File: src/rtl/ads_cfg.svh
// Constants of the diagnostic readback block: bus address, field
// positions, reset values and timing figures.
// Assumes inclusion by bare name from the package and the design files.
`ifndef ADS_CFG_SVH
`define ADS_CFG_SVH

// Clock rate and measurement window.
`define ADS_CLK_MHZ      25
`define ADS_MEAS_TIME_US 1000
`define ADS_MEAS_W       24

// Serial bus framing.
`define ADS_DEV_ADDR     7'h6c
`define ADS_BITS         4'd8
`define ADS_LAST_BYTE    2'd3
`define ADS_IDX_IB1      2'd0
`define ADS_IDX_IB2      2'd1

// Instruction byte fields.
`define ADS_IB_RST       8'h00
`define ADS_IB1_DIAG     6
`define ADS_IB1_OFFS     5
`define ADS_IB2_STBY     4

// Status byte index of each channel.
`define ADS_SB_LF        2'd0
`define ADS_SB_LR        2'd1
`define ADS_SB_RF        2'd2
`define ADS_SB_RR        2'd3

`endif

File: src/rtl/ads_pkg.sv
// Types shared by the diagnostic readback block.
// Assumes ads_cfg.svh is on the include path.
`include "ads_cfg.svh"

package ads_pkg;

    // Serial bus engine states.
    typedef enum logic [2:0] {
        BUS_IDLE, BUS_ADDR, BUS_ACK, BUS_WR, BUS_RD, BUS_RD_ACK, BUS_IGNORE
    } ads_bus_t;

    // Fault flags of one output channel.
    typedef struct packed {
        logic short_load;
        logic open_load;
        logic offset;
        logic short_vcc;
        logic short_gnd;
    } ads_fault_t;

    // Inputs that arrive from outside the clock domain.
    typedef struct packed {
        logic                 scl;
        logic                 sda;
        logic                 thermal;
        ads_fault_t [3:0]     fault;
    } ads_pins_t;

    // Whole state of the top module.
    typedef struct packed {
        ads_bus_t             st;
        logic [3:0]           cnt;
        logic [7:0]           sh;
        logic [1:0]           idx;
        logic                 rw;
        logic                 nack;
        logic                 scl_d;
        logic                 sda_d;
        logic [7:0]           ib1;
        logic [7:0]           ib2;
        logic [`ADS_MEAS_W-1:0] meas;
        ads_fault_t [3:0]     acc;
        ads_fault_t [3:0]     res;
        logic                 perm;
        logic                 offs;
        logic                 done;
        logic                 restart;
    } ads_regs_t;

endpackage

File: src/rtl/ads_diag_top.sv
// Diagnostic status readback and instruction sequencing over a
// two-wire serial bus, device side.
// Assumes an external pull-up on SDA and a host that makes SCL.
`timescale 1ns/1ps
`include "ads_cfg.svh"

module ads_diag_top #(
    parameter int unsigned MEAS_CYCLES = `ADS_MEAS_TIME_US * `ADS_CLK_MHZ
) (
    input  wire logic                     clk,
    input  wire logic                     resetn,
    input  wire logic                     scl_in,
    input  wire logic                     sda_in,
    output logic                          sda_out,
    output logic                          sda_oe,
    input  wire logic                     thermal_warn,
    input  ads_pkg::ads_fault_t [3:0]     fault_in,
    output logic [7:0]                    instruction_byte_one,
    output logic [7:0]                    instruction_byte_two
);

    // ********************************************************************
    // Parameter check and local constants
    // ********************************************************************

    // The window counter must hold the last count of the window.
    if (MEAS_CYCLES < 1 || MEAS_CYCLES >= (1 << `ADS_MEAS_W)) begin : g_chk
        $error("MEAS_CYCLES out of range for the window counter.");
    end

    localparam logic [`ADS_MEAS_W-1:0] MEAS_LAST =
        `ADS_MEAS_W'(MEAS_CYCLES - 1);

    ads_pkg::ads_regs_t  r_r;
    ads_pkg::ads_regs_t  r_nxt;
    ads_pkg::ads_pins_t  pins;
    ads_pkg::ads_pins_t  sy;
    ads_pkg::ads_fault_t lch;
    logic                scl_rise;
    logic                scl_fall;
    logic                start_c;
    logic                stop_c;
    logic                load;
    logic                active;
    logic                meas_end;
    logic [1:0]          lidx;
    logic [2:0]          lb_hi;
    logic [4:0]          lb_lo;
    logic [7:0]          lb;

    // ********************************************************************
    // Input synchronisation
    // ********************************************************************

    assign pins.scl     = scl_in;
    assign pins.sda     = sda_in;
    assign pins.thermal = thermal_warn;
    assign pins.fault   = fault_in;

    ads_sync #(
        .WIDTH ($bits(ads_pkg::ads_pins_t))
    ) u_sync (
        .clk    (clk),
        .resetn (resetn),
        .d      (pins),
        .q      (sy)
    );

    // Bus events from the filtered levels and their previous values.
    assign scl_rise = sy.scl && !r_r.scl_d;
    assign scl_fall = !sy.scl && r_r.scl_d;
    assign start_c  = sy.scl && r_r.scl_d && r_r.sda_d && !sy.sda;
    assign stop_c   = sy.scl && r_r.scl_d && !r_r.sda_d && sy.sda;

    // ********************************************************************
    // Status byte assembly
    // ********************************************************************

    // A byte is loaded after the address acknowledge or an acknowledged
    // data byte; the fourth byte is the last one offered.
    assign load = scl_fall &&
        ((r_r.st == ads_pkg::BUS_ACK && r_r.rw) ||
         (r_r.st == ads_pkg::BUS_RD_ACK && !r_r.nack &&
          r_r.idx != `ADS_LAST_BYTE));
    assign lidx = (r_r.st == ads_pkg::BUS_ACK) ? `ADS_SB_LF :
                  2'(r_r.idx + 2'd1);
    assign lch  = r_r.res[lidx];

    // Open load is not recognised in permanent diagnostics.
    assign lb_lo = {r_r.perm,
                    lch.short_load,
                    r_r.offs ? lch.offset :
                               (lch.open_load & ~r_r.perm),
                    lch.short_vcc,
                    lch.short_gnd};

    // Upper bits per byte; unused positions are forced low.
    assign lb_hi =
        (lidx == `ADS_SB_LF) ? {sy.thermal, r_r.done, 1'b0} :
        (lidx == `ADS_SB_LR) ? {r_r.ib1[`ADS_IB1_OFFS], 2'b00} :
        (lidx == `ADS_SB_RF) ? {r_r.ib2[`ADS_IB2_STBY],
                                r_r.ib1[`ADS_IB1_DIAG], 1'b0} :
        3'b000;
    assign lb = {lb_hi, lb_lo};

    // ********************************************************************
    // Bus engine and diagnostic window
    // ********************************************************************

    assign active   = r_r.ib1[`ADS_IB1_DIAG] || r_r.ib1[`ADS_IB1_OFFS];
    assign meas_end = active && !r_r.restart && r_r.meas == MEAS_LAST;

    // Next state of the whole block.
    always_comb begin
        r_nxt         = r_r;
        r_nxt.scl_d   = sy.scl;
        r_nxt.sda_d   = sy.sda;
        r_nxt.restart = 1'b0;
        if (start_c) begin
            r_nxt.st  = ads_pkg::BUS_ADDR;
            r_nxt.cnt = 4'd0;
            r_nxt.rw  = 1'b0;
        end else if (stop_c) begin
            r_nxt.st      = ads_pkg::BUS_IDLE;
            r_nxt.restart = r_r.rw;
        end else begin
            case (r_r.st)
                ads_pkg::BUS_ADDR, ads_pkg::BUS_WR: begin
                    if (scl_rise) begin
                        r_nxt.sh  = {r_r.sh[6:0], sy.sda};
                        r_nxt.cnt = r_r.cnt + 4'd1;
                    end else if (scl_fall && r_r.cnt == `ADS_BITS) begin
                        r_nxt.cnt = 4'd0;
                        if (r_r.st == ads_pkg::BUS_ADDR) begin
                            if (r_r.sh[7:1] == `ADS_DEV_ADDR) begin
                                r_nxt.st  = ads_pkg::BUS_ACK;
                                r_nxt.rw  = r_r.sh[0];
                                r_nxt.idx = `ADS_IDX_IB1;
                            end else begin
                                r_nxt.st = ads_pkg::BUS_IGNORE;
                            end
                        end else if (r_r.idx == `ADS_IDX_IB1) begin
                            r_nxt.ib1 = r_r.sh;
                            r_nxt.idx = `ADS_IDX_IB2;
                            r_nxt.st  = ads_pkg::BUS_ACK;
                        end else if (r_r.idx == `ADS_IDX_IB2) begin
                            r_nxt.ib2 = r_r.sh;
                            r_nxt.idx = 2'(r_r.idx + 2'd1);
                            r_nxt.st  = ads_pkg::BUS_ACK;
                        end else begin
                            r_nxt.st = ads_pkg::BUS_IGNORE;
                        end
                    end
                end
                ads_pkg::BUS_ACK: begin
                    if (load) begin
                        r_nxt.st  = ads_pkg::BUS_RD;
                        r_nxt.sh  = lb;
                        r_nxt.cnt = 4'd0;
                    end else if (scl_fall) begin
                        r_nxt.st = ads_pkg::BUS_WR;
                    end
                end
                ads_pkg::BUS_RD: begin
                    if (scl_fall) begin
                        if (r_r.cnt == `ADS_BITS - 4'd1) begin
                            r_nxt.st = ads_pkg::BUS_RD_ACK;
                        end else begin
                            r_nxt.sh  = {r_r.sh[6:0], 1'b0};
                            r_nxt.cnt = r_r.cnt + 4'd1;
                        end
                    end
                end
                ads_pkg::BUS_RD_ACK: begin
                    if (scl_rise) begin
                        r_nxt.nack = sy.sda;
                    end else if (load) begin
                        r_nxt.st  = ads_pkg::BUS_RD;
                        r_nxt.sh  = lb;
                        r_nxt.idx = lidx;
                        r_nxt.cnt = 4'd0;
                    end else if (scl_fall) begin
                        r_nxt.st = ads_pkg::BUS_IGNORE;
                    end
                end
                default: begin
                end
            endcase
        end

        // A read restarts the window, so a change needs two reads to show.
        if (!active || r_r.restart) begin
            r_nxt.meas = '0;
            r_nxt.acc  = '1;
            r_nxt.done = 1'b0;
        end else if (meas_end) begin
            r_nxt.res  = r_r.acc & sy.fault;
            r_nxt.perm = r_r.ib2[`ADS_IB2_STBY];
            r_nxt.offs = r_r.ib1[`ADS_IB1_OFFS];
            r_nxt.done = 1'b1;
            r_nxt.meas = '0;
            r_nxt.acc  = '1;
        end else begin
            r_nxt.meas = r_r.meas + 1'b1;
            r_nxt.acc  = r_r.acc & sy.fault;
        end
    end

    // State register.
    always_ff @(posedge clk or negedge resetn) begin
        if (!resetn) begin
            r_r <= '0;
        end else begin
            r_r <= r_nxt;
        end
    end

    // Open-drain drive: low during acknowledge and for zero data bits.
    assign sda_out = 1'b0;
    assign sda_oe  = (r_r.st == ads_pkg::BUS_ACK) ||
                     (r_r.st == ads_pkg::BUS_RD && !r_r.sh[7]);
    assign instruction_byte_one = r_r.ib1;
    assign instruction_byte_two = r_r.ib2;
endmodule

File: src/rtl/ads_sync.sv
// Three-stage input synchroniser with an agreement filter on its last two stages.
// Assumes asynchronous inputs; output follows only when stages 2 and 3
// agree, so a single-cycle glitch never reaches the bus engine.
`timescale 1ns/1ps

module ads_sync #(
    parameter int unsigned WIDTH = 1
) (
    input  wire logic             clk,
    input  wire logic             resetn,
    input  wire logic [WIDTH-1:0] d,
    output logic      [WIDTH-1:0] q
);

    typedef struct packed {
        logic [WIDTH-1:0] s1;
        logic [WIDTH-1:0] s2;
        logic [WIDTH-1:0] s3;
        logic [WIDTH-1:0] hold;
    } ads_sync_t;

    ads_sync_t r_r;
    ads_sync_t r_nxt;

    // Agreement is taken without a further register to save latency on SCL.
    genvar g;
    for (g = 0; g < WIDTH; g++) begin : g_bit
        assign q[g] = (r_r.s2[g] == r_r.s3[g]) ? r_r.s3[g] : r_r.hold[g];
    end

    // Shift chain; the first stage feeds only the second.
    always_comb begin
        r_nxt      = r_r;
        r_nxt.s1   = d;
        r_nxt.s2   = r_r.s1;
        r_nxt.s3   = r_r.s2;
        r_nxt.hold = q;
    end

    // State register.
    always_ff @(posedge clk or negedge resetn) begin
        if (!resetn) begin
            r_r <= '0;
        end else begin
            r_r <= r_nxt;
        end
    end

endmodule

File: config.mk
export PLATFORM = sky130hd
export DESIGN_NAME = ads_diag_top
export DESIGN_NICKNAME = d
export VERILOG_FILES = /design/src/rtl/ads_pkg.sv /design/src/rtl/ads_diag_top.sv /design/src/rtl/ads_sync.sv
export VERILOG_INCLUDE_DIRS = /design/src /design/src/rtl
export SDC_FILE = /design/constraint.sdc
export NUM_CORES = 1
export LEC_CHECK = 0
export ABC_AREA = 1
export BUFFER_PORTS_ARGS = -buffer_cell sky130_fd_sc_hd__buf_2
export CORE_ASPECT_RATIO = 1.25
export CORE_UTILIZATION = 49
export CTS_CLUSTER_DIAMETER = 40
export DETAILED_ROUTE_END_ITERATION = 8
export GPL_TIMING_DRIVEN = 0
export PLACE_DENSITY = 0.63
export SKIP_LAST_GASP = 1
export SLEW_MARGIN = 20
export SYNTH_ARGS = -nofsm -noshare
export SYNTH_HDL_FRONTEND = slang
export SYNTH_HIERARCHICAL = 1
export SYNTH_SLANG_ARGS = --single-unit
File: constraint.sdc
create_clock -name clk -period 4.6 [get_ports clk]
set_input_delay 0.69 -clock clk [delete_from_list [all_inputs] [get_ports clk]]
set_output_delay 0.69 -clock clk [all_outputs]
set_load 0.05 [all_outputs]
* Word level (Yosys, flattened, before mapping)
Index checks and enable logic that the tools add are counted.
** Storage, ports and cells
- Register bits :: 197
- Bits of input ports :: 25
- Output and inout bits :: 18
** Cells by class
- $add $sub $neg :: 3
- Order comparisons :: 1
- Eq/ne operators :: 61
- Multiplexer cells :: 70
- Bitwise logic cells :: 9
- Reductions and logical operators :: 48
** Operator list (number)
- 44-bit two-way mux :: 2
- 15-bit one-hot mux with 4 select lines :: 1
- 3-bit two-way mux :: 17
- 1-bit two-way mux :: 33
- 4-bit != test, second input constant :: 7
- 24-bit by 1-bit adder with 24-bit output, second input constant :: 1
- 24-bit by 15-bit == test with 1-bit output, second input constant :: 1
- 12-bit two-way mux :: 2
- 8-bit AND reduction :: 3
- 1-bit == test :: 23
- 20-bit AND :: 1
- 2-bit != test, second input constant :: 10
- 3-bit != test, second input constant :: 6
- 9-bit AND reduction :: 2
- 17-bit two-way mux :: 1
- 16-bit two-way mux :: 1
- 1-bit logical AND :: 15
- 15-bit two-way mux :: 1
- 14-bit two-way mux :: 1
- 7-bit two-way mux :: 2
- 2-bit nonzero test :: 6
- 5-bit binary-select mux with 2-bit select :: 1
- 5-bit != test, second input constant :: 2
- 1-bit logical NOT :: 8
- other kinds (29) :: 45

* Logic depth before layout (Yosys ltp)
Gate-level depths: netlist of the first run.
- Word-level depth :: 11
- Depth in mapped cells :: 13
- Gate-level depth less buffers :: 11

* Hierarchy
Netlist of the first run, hierarchy kept.
** By module, submodules not included
- ads_diag_top :: times used 1, cells an instance 648, area an instance 5430.2 µm²
- ads_sync :: times used 1, cells an instance 207, area an instance 2849.0 µm²

* Least setup slack after synthesis of the first run
Ideal clock, no wire load.
- Path kind :: register -> output
- Start :: reg, netlist name r_r[103]
- End :: out sda_oe
- Arrival :: 1.935 ns
- Required time :: 3.910 ns
- Path slack :: 1.975 ns
- Cell stages (with the launch flop) :: 7
- Path through :: dfrtp_1 buf_4 inv_4 nand2_4 nor2_1 inv_1 o21ai_0
** RTL lines
- to (decl) :: RTL line ads_diag_top.sv:15 : output logic sda_oe,

==> key figures, run 1 <==
Detailed routing
  – Per-cell routed wire length: 12.8 um
  – Via count: 5567
  – Detailed Route Iter0 Violations: 285
  – Antenna-violating nets left: 0
  – Routed vias/inst: 4.86
  – Detailed-route DRC error count: 0
  – Number of detailed-route iterations in the first pass: 5
  – Routed WL: 14700 um

Clock tree
  – Worst-Skew Late Latency: 0.43 ns
  – CTS tree: built
  – CTS sink cnt: 197
  – TritonCTS Buffers: 17
  – Hold-fix buffers, CTS: 0
  – Post-CTS Setup Bufs: 0
  – Clock tree buffer depth: 2
  – Root Buffer Master: clkbuf_16
  – H-tree depth: 4
  – Worst-path clk slew: 0.07 ns
  – CTS resizes: 0

Place
  – RePlAce Congestion: 0.915
  – # port buffers: 41
  – Final HPWL DP: 10500 um

Final layout
  – Area of the multi-input gates: 0.00258 mm2
  – Layout cell share with drive strength beyond 1: 0.196
  – Reg area: 0.00493 mm2
  – N_diodes: 0
  – Fillers: 1446
  – Area grow syn2layout: 13.6%
  – Net count, final: 948

Global routing
  – Initial antenna violation count: 0
  – GRT Overall Usage: 0.189
  – Largest net degree at the start of global routing: 102
  – First-pass GRT wire length: 26100 um
  – Vias in the first global route: 5610
  – Grt ovf: 0

Flow run
  – Max cap viols: 0

Setup path
  – CP endpoint: sda_oe
  – WP data required: 3.91 ns
  – R2r endpoint: r_r[97]
  – Crit end category: primary output
  – Worst r2r path cells: 10
  – Flop2flop setup slack: 2.52 ns
  – RR Startpoint: r_r[88]
  – Critical Path Start: r_r[103]
  – CP max-delay cell: dfrtp_1
  – Biggest cell delay along the critical path: 0.36 ns
  – Crit path DAT: 1.88 ns
  – CP cell instances: buf_4, inv_4, nand2_4, nor2_1, inv_1, o21ai_0, buf_2
  – Kind of critical path: reg2out
  – Worst-path maximum fanout: 7
  – Kind of start point of the critical path: flip-flop

Synthesis
  – Ys flop type: dfrtp_1
  – Seq cells post-synth: 197
  – Register area share after synthesis: 0.595
  – Netlist cell types: 43
  – Net Count, Synth: 886
  – Post-synth top cells: nand2_1 (199), dfrtp_1 (197), nor2_1 (87), inv_1 (80), buf_4 (41)
  – Post-synth ARST share: 1.00
  – Most common cell in the netlist: nand2_1
  – Post-synth EDFFs: 0
  – Yosys warning total: 6
  – Avg Inst Size Synth: 9.68 um2
  – Yosys top cell area share: 0.595
  – Area contributors post-synth: dfrtp_1 (60%), nand2_1 (9.0%), nor2_1 (3.9%)
  – Cell area after synthesis: 0.00828 mm2
  – Synth area leader: dfrtp_1
  – Syn Inst Count: 855

Floorplanning
  – FP Rows: 52
  – Die span in x: 118 um
  – Starting Density: 0.507
  – Die ar.: 0.0174 mm2
  – Die height: 147 um
  – I/O pins: 43
  – Core box area: 0.0163 mm2

STA
  – Final Hold Vio Count: 0
  – Fin crit share: 0.560
  – Post-layout min period: 2.57 ns
  – Clk_skew: 0.00684 ns
  – Fmax: 388 MHz
  – Final setup violation count: 0
  – Slew Limit Fails: 0
  – Worst hold slack: 0.244 ns
  – RSZ-0062 raised after global routing: false
  – Setup TNS: 0 ns

Status
  – Status: complete, no violations

Pwr
  – Pleak: 0.00438 uW
  – Maximum vdd drop: 0.297 mV
  – Power per cell area: 475 mW/mm2
  – Power Total: 4470 uW

Hold path
  – Worst min-delay path category: in2async
==> layout by cell type (no fill, tap or decap), types with 5 or more instances in the layout <==
cell,instances
xor2_1,17
buf_6,7
o21ai_0,23
clkbuf_16,17
nand2_2,8
inv_2,8
clkinvlp_4,5
nor3_1,16
nor2_1,87
nand3_1,31
nand2_1,199
nand3_2,5
a21oi_1,39
buf_2,41
o21ai_1,16
buf_4,41
nand4_1,18
dfrtp_1,197
ha_1,6
o21ai_2,23
inv_1,80
==> how the worst min path moves through the flow <==
| stage | start | slack, ns | to | depth (start not counted) |
|---|---|---|---|---|
| after floorplan | u_sync/r_nxt[46] | 0.33 | u_sync/r_nxt[23] | 0 |
| after global placement | u_sync/r_nxt[67] | 0.33 | u_sync/r_nxt[44] | 0 |
| after detailed placement | u_sync/r_nxt[52] | 0.33 | u_sync/r_nxt[29] | 0 |
| after CTS | resetn | 0.27 | u_sync/r_r[45] | 2 |
| after global routing | resetn | 0.27 | u_sync/r_r[45] | 2 |
| final | resetn | 0.24 | u_sync/r_r[45] | 2 |
==> metal layers <==
metal / routed length [um] / GRT usage / share of wire
met1: 6590 / 0.237 / 0.45
met4: 301 / 0.0782 / 0.020
met3: 427 / 0.0388 / 0.029
met5: 0 / 0 / 0
met2: 7370 / 0.318 / 0.50
==> layout make-up <==
type                            count  share of cell area
Clock inverter                     13              0.0150
Tap cell                          216              0.0287
Sequential cell                   197               0.524
Timing Repair Buffer               43              0.0287
Clock buffer                       19              0.0471
Multi-Input combinational cell    515               0.274
Buffer                             52              0.0446
Inverter                           91              0.0371
==> report_power, final <==
part,total [uW],leakage [uW],switching [uW],internal (uW)
logic,1100,0.00169,729,372
clock network,1440,0.000269,665,778
registers,1930,0.00242,74.7,1850
==> flip-flops by register name, summed over array words and instances (netlist names) <==
name and flops:
u_sync/r_nxt 46, lb 1, u_sync/r_r 46, instruction_byte_one 8, r_r 88, instruction_byte_two 8
==> cell families (layout without fill, tap and decap cells) <==
group | after synthesis | in the layout | synth area share
simple gates | 382 | 382 | 0.205
flops | 197 | 197 | 0.595
buf+inv | 143 | 218 | 0.0928
compound gates | 107 | 107 | 0.0772
xor+xnor | 19 | 19 | 0.0201
fa+ha+maj | 6 | 6 | 0.00907
other cells | 1 | 1 | 0.000453
==> worst max-delay path: cells and delay by family (launching register included) <==
kind                   cells  cell delay [ns]
DFF                        1             0.36
AOI/OAI and AO/OA          1             0.19
buffers and inverters      4             0.65
and+or+nand+nor            2             0.26
==> through the flow <==
stage               std cells  instance area [um2]  setup slack [ns]  utilization
detailed placement       1114                 8820              2.48        0.540
finish                   1146                 9400              2.03        0.576
floorplan                 855                 8280              1.98            -
global route             1146                 9400              1.91        0.576
CTS                      1146                 9400              2.01        0.576
global placement         1112                 8750            -0.385        0.536
Note: power is estimated with default switching activity, not from simulation.
==> inputs of run 2 (changes only) <==
--- a/config.mk
+++ b/config.mk
@@ -6,14 +6,14 @@
 export SDC_FILE = /design/constraint.sdc
 export NUM_CORES = 1
 export LEC_CHECK = 0
-export ABC_AREA = 1
+export ABC_AREA = 0
 export BUFFER_PORTS_ARGS = -buffer_cell sky130_fd_sc_hd__buf_2
 export CORE_ASPECT_RATIO = 1.25
 export CORE_UTILIZATION = 49
 export CTS_CLUSTER_DIAMETER = 40
 export DETAILED_ROUTE_END_ITERATION = 8
 export GPL_TIMING_DRIVEN = 0
-export PLACE_DENSITY = 0.63
+export PLACE_DENSITY = 0.66
 export SKIP_LAST_GASP = 1
 export SLEW_MARGIN = 20
 export SYNTH_ARGS = -nofsm -noshare
==> constraint.sdc (replaced) <==
create_clock -name clk -period 2.27 [get_ports clk]
set_input_delay 0.3405 -clock clk [delete_from_list [all_inputs] [get_ports clk]]
set_output_delay 0.3405 -clock clk [all_outputs]
set_load 0.05 [all_outputs]
==> key figures, run 2 <==
Flow run
  – Max cap viols: 0

Global routing
  – Largest net degree at the start of global routing: 87
  – GR Layer Usage met2: 0.341
  – Grt ovf: 0
  – GRT Overall Usage: 0.198
  – Busiest layer in global routing: met2
  – Vias in the first global route: 5227
  – Met3 Usage GRT: 0.0354
  – Met1 Track Usage GR: 0.239
  – First-pass GRT wire length: 25300 um
  – Initial antenna violation count: 0

Floorplanning
  – I/O pins: 43
  – Starting Density: 0.503
  – Die height: 144 um
  – FP Rows: 51
  – Core box area: 0.0157 mm2
  – Die ar.: 0.0166 mm2
  – Die span in x: 116 um

STA
  – RSZ-0062 raised after global routing: true
  – Post-layout min period: 2.35 ns
  – Setup ws final: -0.0758 ns
  – Relative slew slack: 0.641
  – Setup TNS: -0.429 ns
  – Worst hold slack: 0.0191 ns
  – Clk_skew: 0.00765 ns
  – Final Hold Vio Count: 0
  – Final setup violation count: 17
  – Fin crit share: 1.03
  – Fmax: 426 MHz
  – Worst slew pin tran: 0.536 ns
  – Slew Limit Fails: 0

Synthesis
  – Adder-Cell Fraction of Synth Area: 0.0423
  – Avg Inst Size Synth: 11.9 um2
  – Simple-Gate Fraction of Synth Area: 0.127
  – Area contributors post-synth: dfrtp_1 (62%), nand2_1 (4.4%), buf_4 (4.0%)
  – Most common cell in the netlist: dfrtp_1
  – Seq cells post-synth: 197
  – Synth area leader: dfrtp_1
  – Largest family of logic cells by synthesized area: simple AND/OR/NAND/NOR gates
  – Cell area after synthesis: 0.00790 mm2
  – Yosys top cell area share: 0.624
  – Post-synth top cells: dfrtp_1 (197), nand2_1 (93), nor2_1 (45), buf_4 (42), maj3_2 (23)
  – Post-synth ARST share: 1.00
  – Register area share after synthesis: 0.624
  – Post-synth EDFFs: 0
  – Compound-gate portion of the synthesized area: 0.0741
  – Yosys warning total: 6
  – Syn Inst Count: 663
  – Mux cell area share after synthesis: 0.0424
  – Net Count, Synth: 694
  – Netlist cell types: 58
  – Ys flop type: dfrtp_1
  – Fraction of synthesized cell area in xor and xnor cells: 0.0266

Clock tree
  – CTS tree: built
  – Root Buffer Master: clkbuf_16
  – CTS sink cnt: 197
  – Worst-Skew Late Latency: 0.43 ns
  – H-tree depth: 4
  – TritonCTS Buffers: 17
  – Worst-path clk slew: 0.07 ns
  – Clock tree buffer depth: 2

Final layout
  – Area grow syn2layout: 23.5%
  – Most common cell after layout, fill and taps aside: dfrtp_1
  – Most frequent cells in the layout: dfrtp_1 (196), nand2_1 (72), buf_4 (49)
  – Net count, final: 782
  – Layout cell share with drive strength beyond 1: 0.342
  – Final core utilization: 0.621
  – Largest Register: r_r
  – N_diodes: 0
  – Post-Layout Cell Count: 976
  – Largest register FFs: 88

Setup path
  – Biggest cell delay along the critical path: 0.39 ns
  – Kind of critical path: reg2reg
  – Critical Path Stages: 9
  – Worst-path maximum fanout: 8
  – Buf/Inv on CP: 2
  – CP cell instances: maj3_2, buf_6, clkbuf_16, nand2b_4, or3_4, a31oi_4, o2111ai_4, o21ai_2, o41ai_2
  – Top Family by Delay on Critical Path: compound AO/OA/AOI/OAI gates
  – CP max-delay cell: dfrtp_1
  – Worst r2r path cells: 9
  – WP data required: 2.58 ns
  – RR Startpoint: u_sync/r_nxt[45]
  – Crit path DAT: 2.65 ns
  – Critical Path Start: u_sync/r_nxt[45]
  – Kind of start point of the critical path: flip-flop
  – Crit end category: flip-flop

Detailed routing
  – Via count: 5046
  – Antenna-violating nets left: 0
  – Detailed Route Iter0 Violations: 238
  – Detailed-route DRC error count: 0
  – Routed vias/inst: 5.17
  – Routed WL: 14800 um
  – Number of detailed-route iterations in the first pass: 4
  – Per-cell routed wire length: 15.2 um

Status
  – Failing checks: setup timing
  – Status: complete, but fails checks

Place
  – # port buffers: 41
  – Final HPWL DP: 9940 um
  – RePlAce Congestion: 0.854
  – DP Cell Count: 918

Pwr
  – Flop pwr share: 0.434
  – Gate power share: 0.223
  – Clock power frac: 0.343
  – Maximum vdd drop: 0.633 mV
  – Sw Share: 0.300
  – Power per cell area: 935 mW/mm2
  – Internal: 6390 uW
  – Net Sw Power: 2740 uW
  – Pleak: 0.00437 uW

Hold path
  – Worst Hold Launch: fault_in[16]
  – Worst min-delay path category: in2reg
  – WHS Path Cells: 1
[run 2: final timing paths]
check	slack (ns)	to
setup / recovery	-0.08	r_r[100]
hold / removal	0.02	u_sync/r_nxt[62]
max in group asynchronous	1.15	r_r[104]
min in group asynchronous	0.37	u_sync/r_nxt[44]
setup reg to reg	-0.08	r_r[100]
hold reg to reg	0.35	u_sync/r_nxt[34]
[run 2: what timing repair did]
item                                    in CTS  in global routing
endpoints found under the setup margin      85                 71
hold endpoints to repair                    40                  5
gates cloned                                 0                  3
gates resized for setup                     40                 68
hold buffers                                 9                  5
setup buffers                                7                  5
pin swaps                                   13                 17
[run 2: kinds of logic after synthesis]
group           count (synthesis)
fa+ha+maj                      29
mux                            30
flops                         197
xor+xnor                       24
buf+inv                        81
compound gates                 90
simple gates                  211
other cells                     1
[run 2: cell type report]
class	instances	area (um2)
inverter	17	63.8
clock inverter	15	194
timing repair buffer	72	578
fill	1258	5940
multi-input combinational	385	2810
clock buffer	17	425
sequential	197	4930
buffer	61	484
tap	212	265
[run 2: power groups by stage]
| stage | registers (uW) | clock network [uW] | logic, uW |
|---|---|---|---|
| 2_1_floorplan | 3930 | 0 | 1290 |
| 3_3_place_gp | 3980 | 0 | 1710 |
| 3_5_place_dp | 4000 | 0 | 1740 |
| 4_1_cts | 3960 | 3220 | 1930 |
| 5_1_grt | 4000 | 3350 | 2250 |
| 6_report | 3960 | 3130 | 2030 |
[run 2: worst register-to-register path: stages, from the launching register on]
cell and delay [ns]:
dfrtp_1 0.39, maj3_2 0.33, buf_6 0.13, clkbuf_16 0.14, nand2b_4 0.16, or3_4 0.37, a31oi_4 0.20, o2111ai_4 0.23
o21ai_2 0.20, o41ai_2 0.08
[run 2: metrics by stage]
step	cell area [um2]	worst slack, ns	power [uW]
6_report	9760	-0.0758	9120
5_1_grt	9760	-0.164	9590
4_1_cts	9400	-0.0654	9110
3_5_place_dp	8460	-0.367	5740
3_3_place_gp	8390	-2.23	5690
2_1_floorplan	7920	-0.00280	5220
[run 2: routing by layer]
metal  wire [um]  share of wire
met1        6320           0.43
met2        7880           0.53
met3         358          0.024
met4         285          0.019
met5           0              0
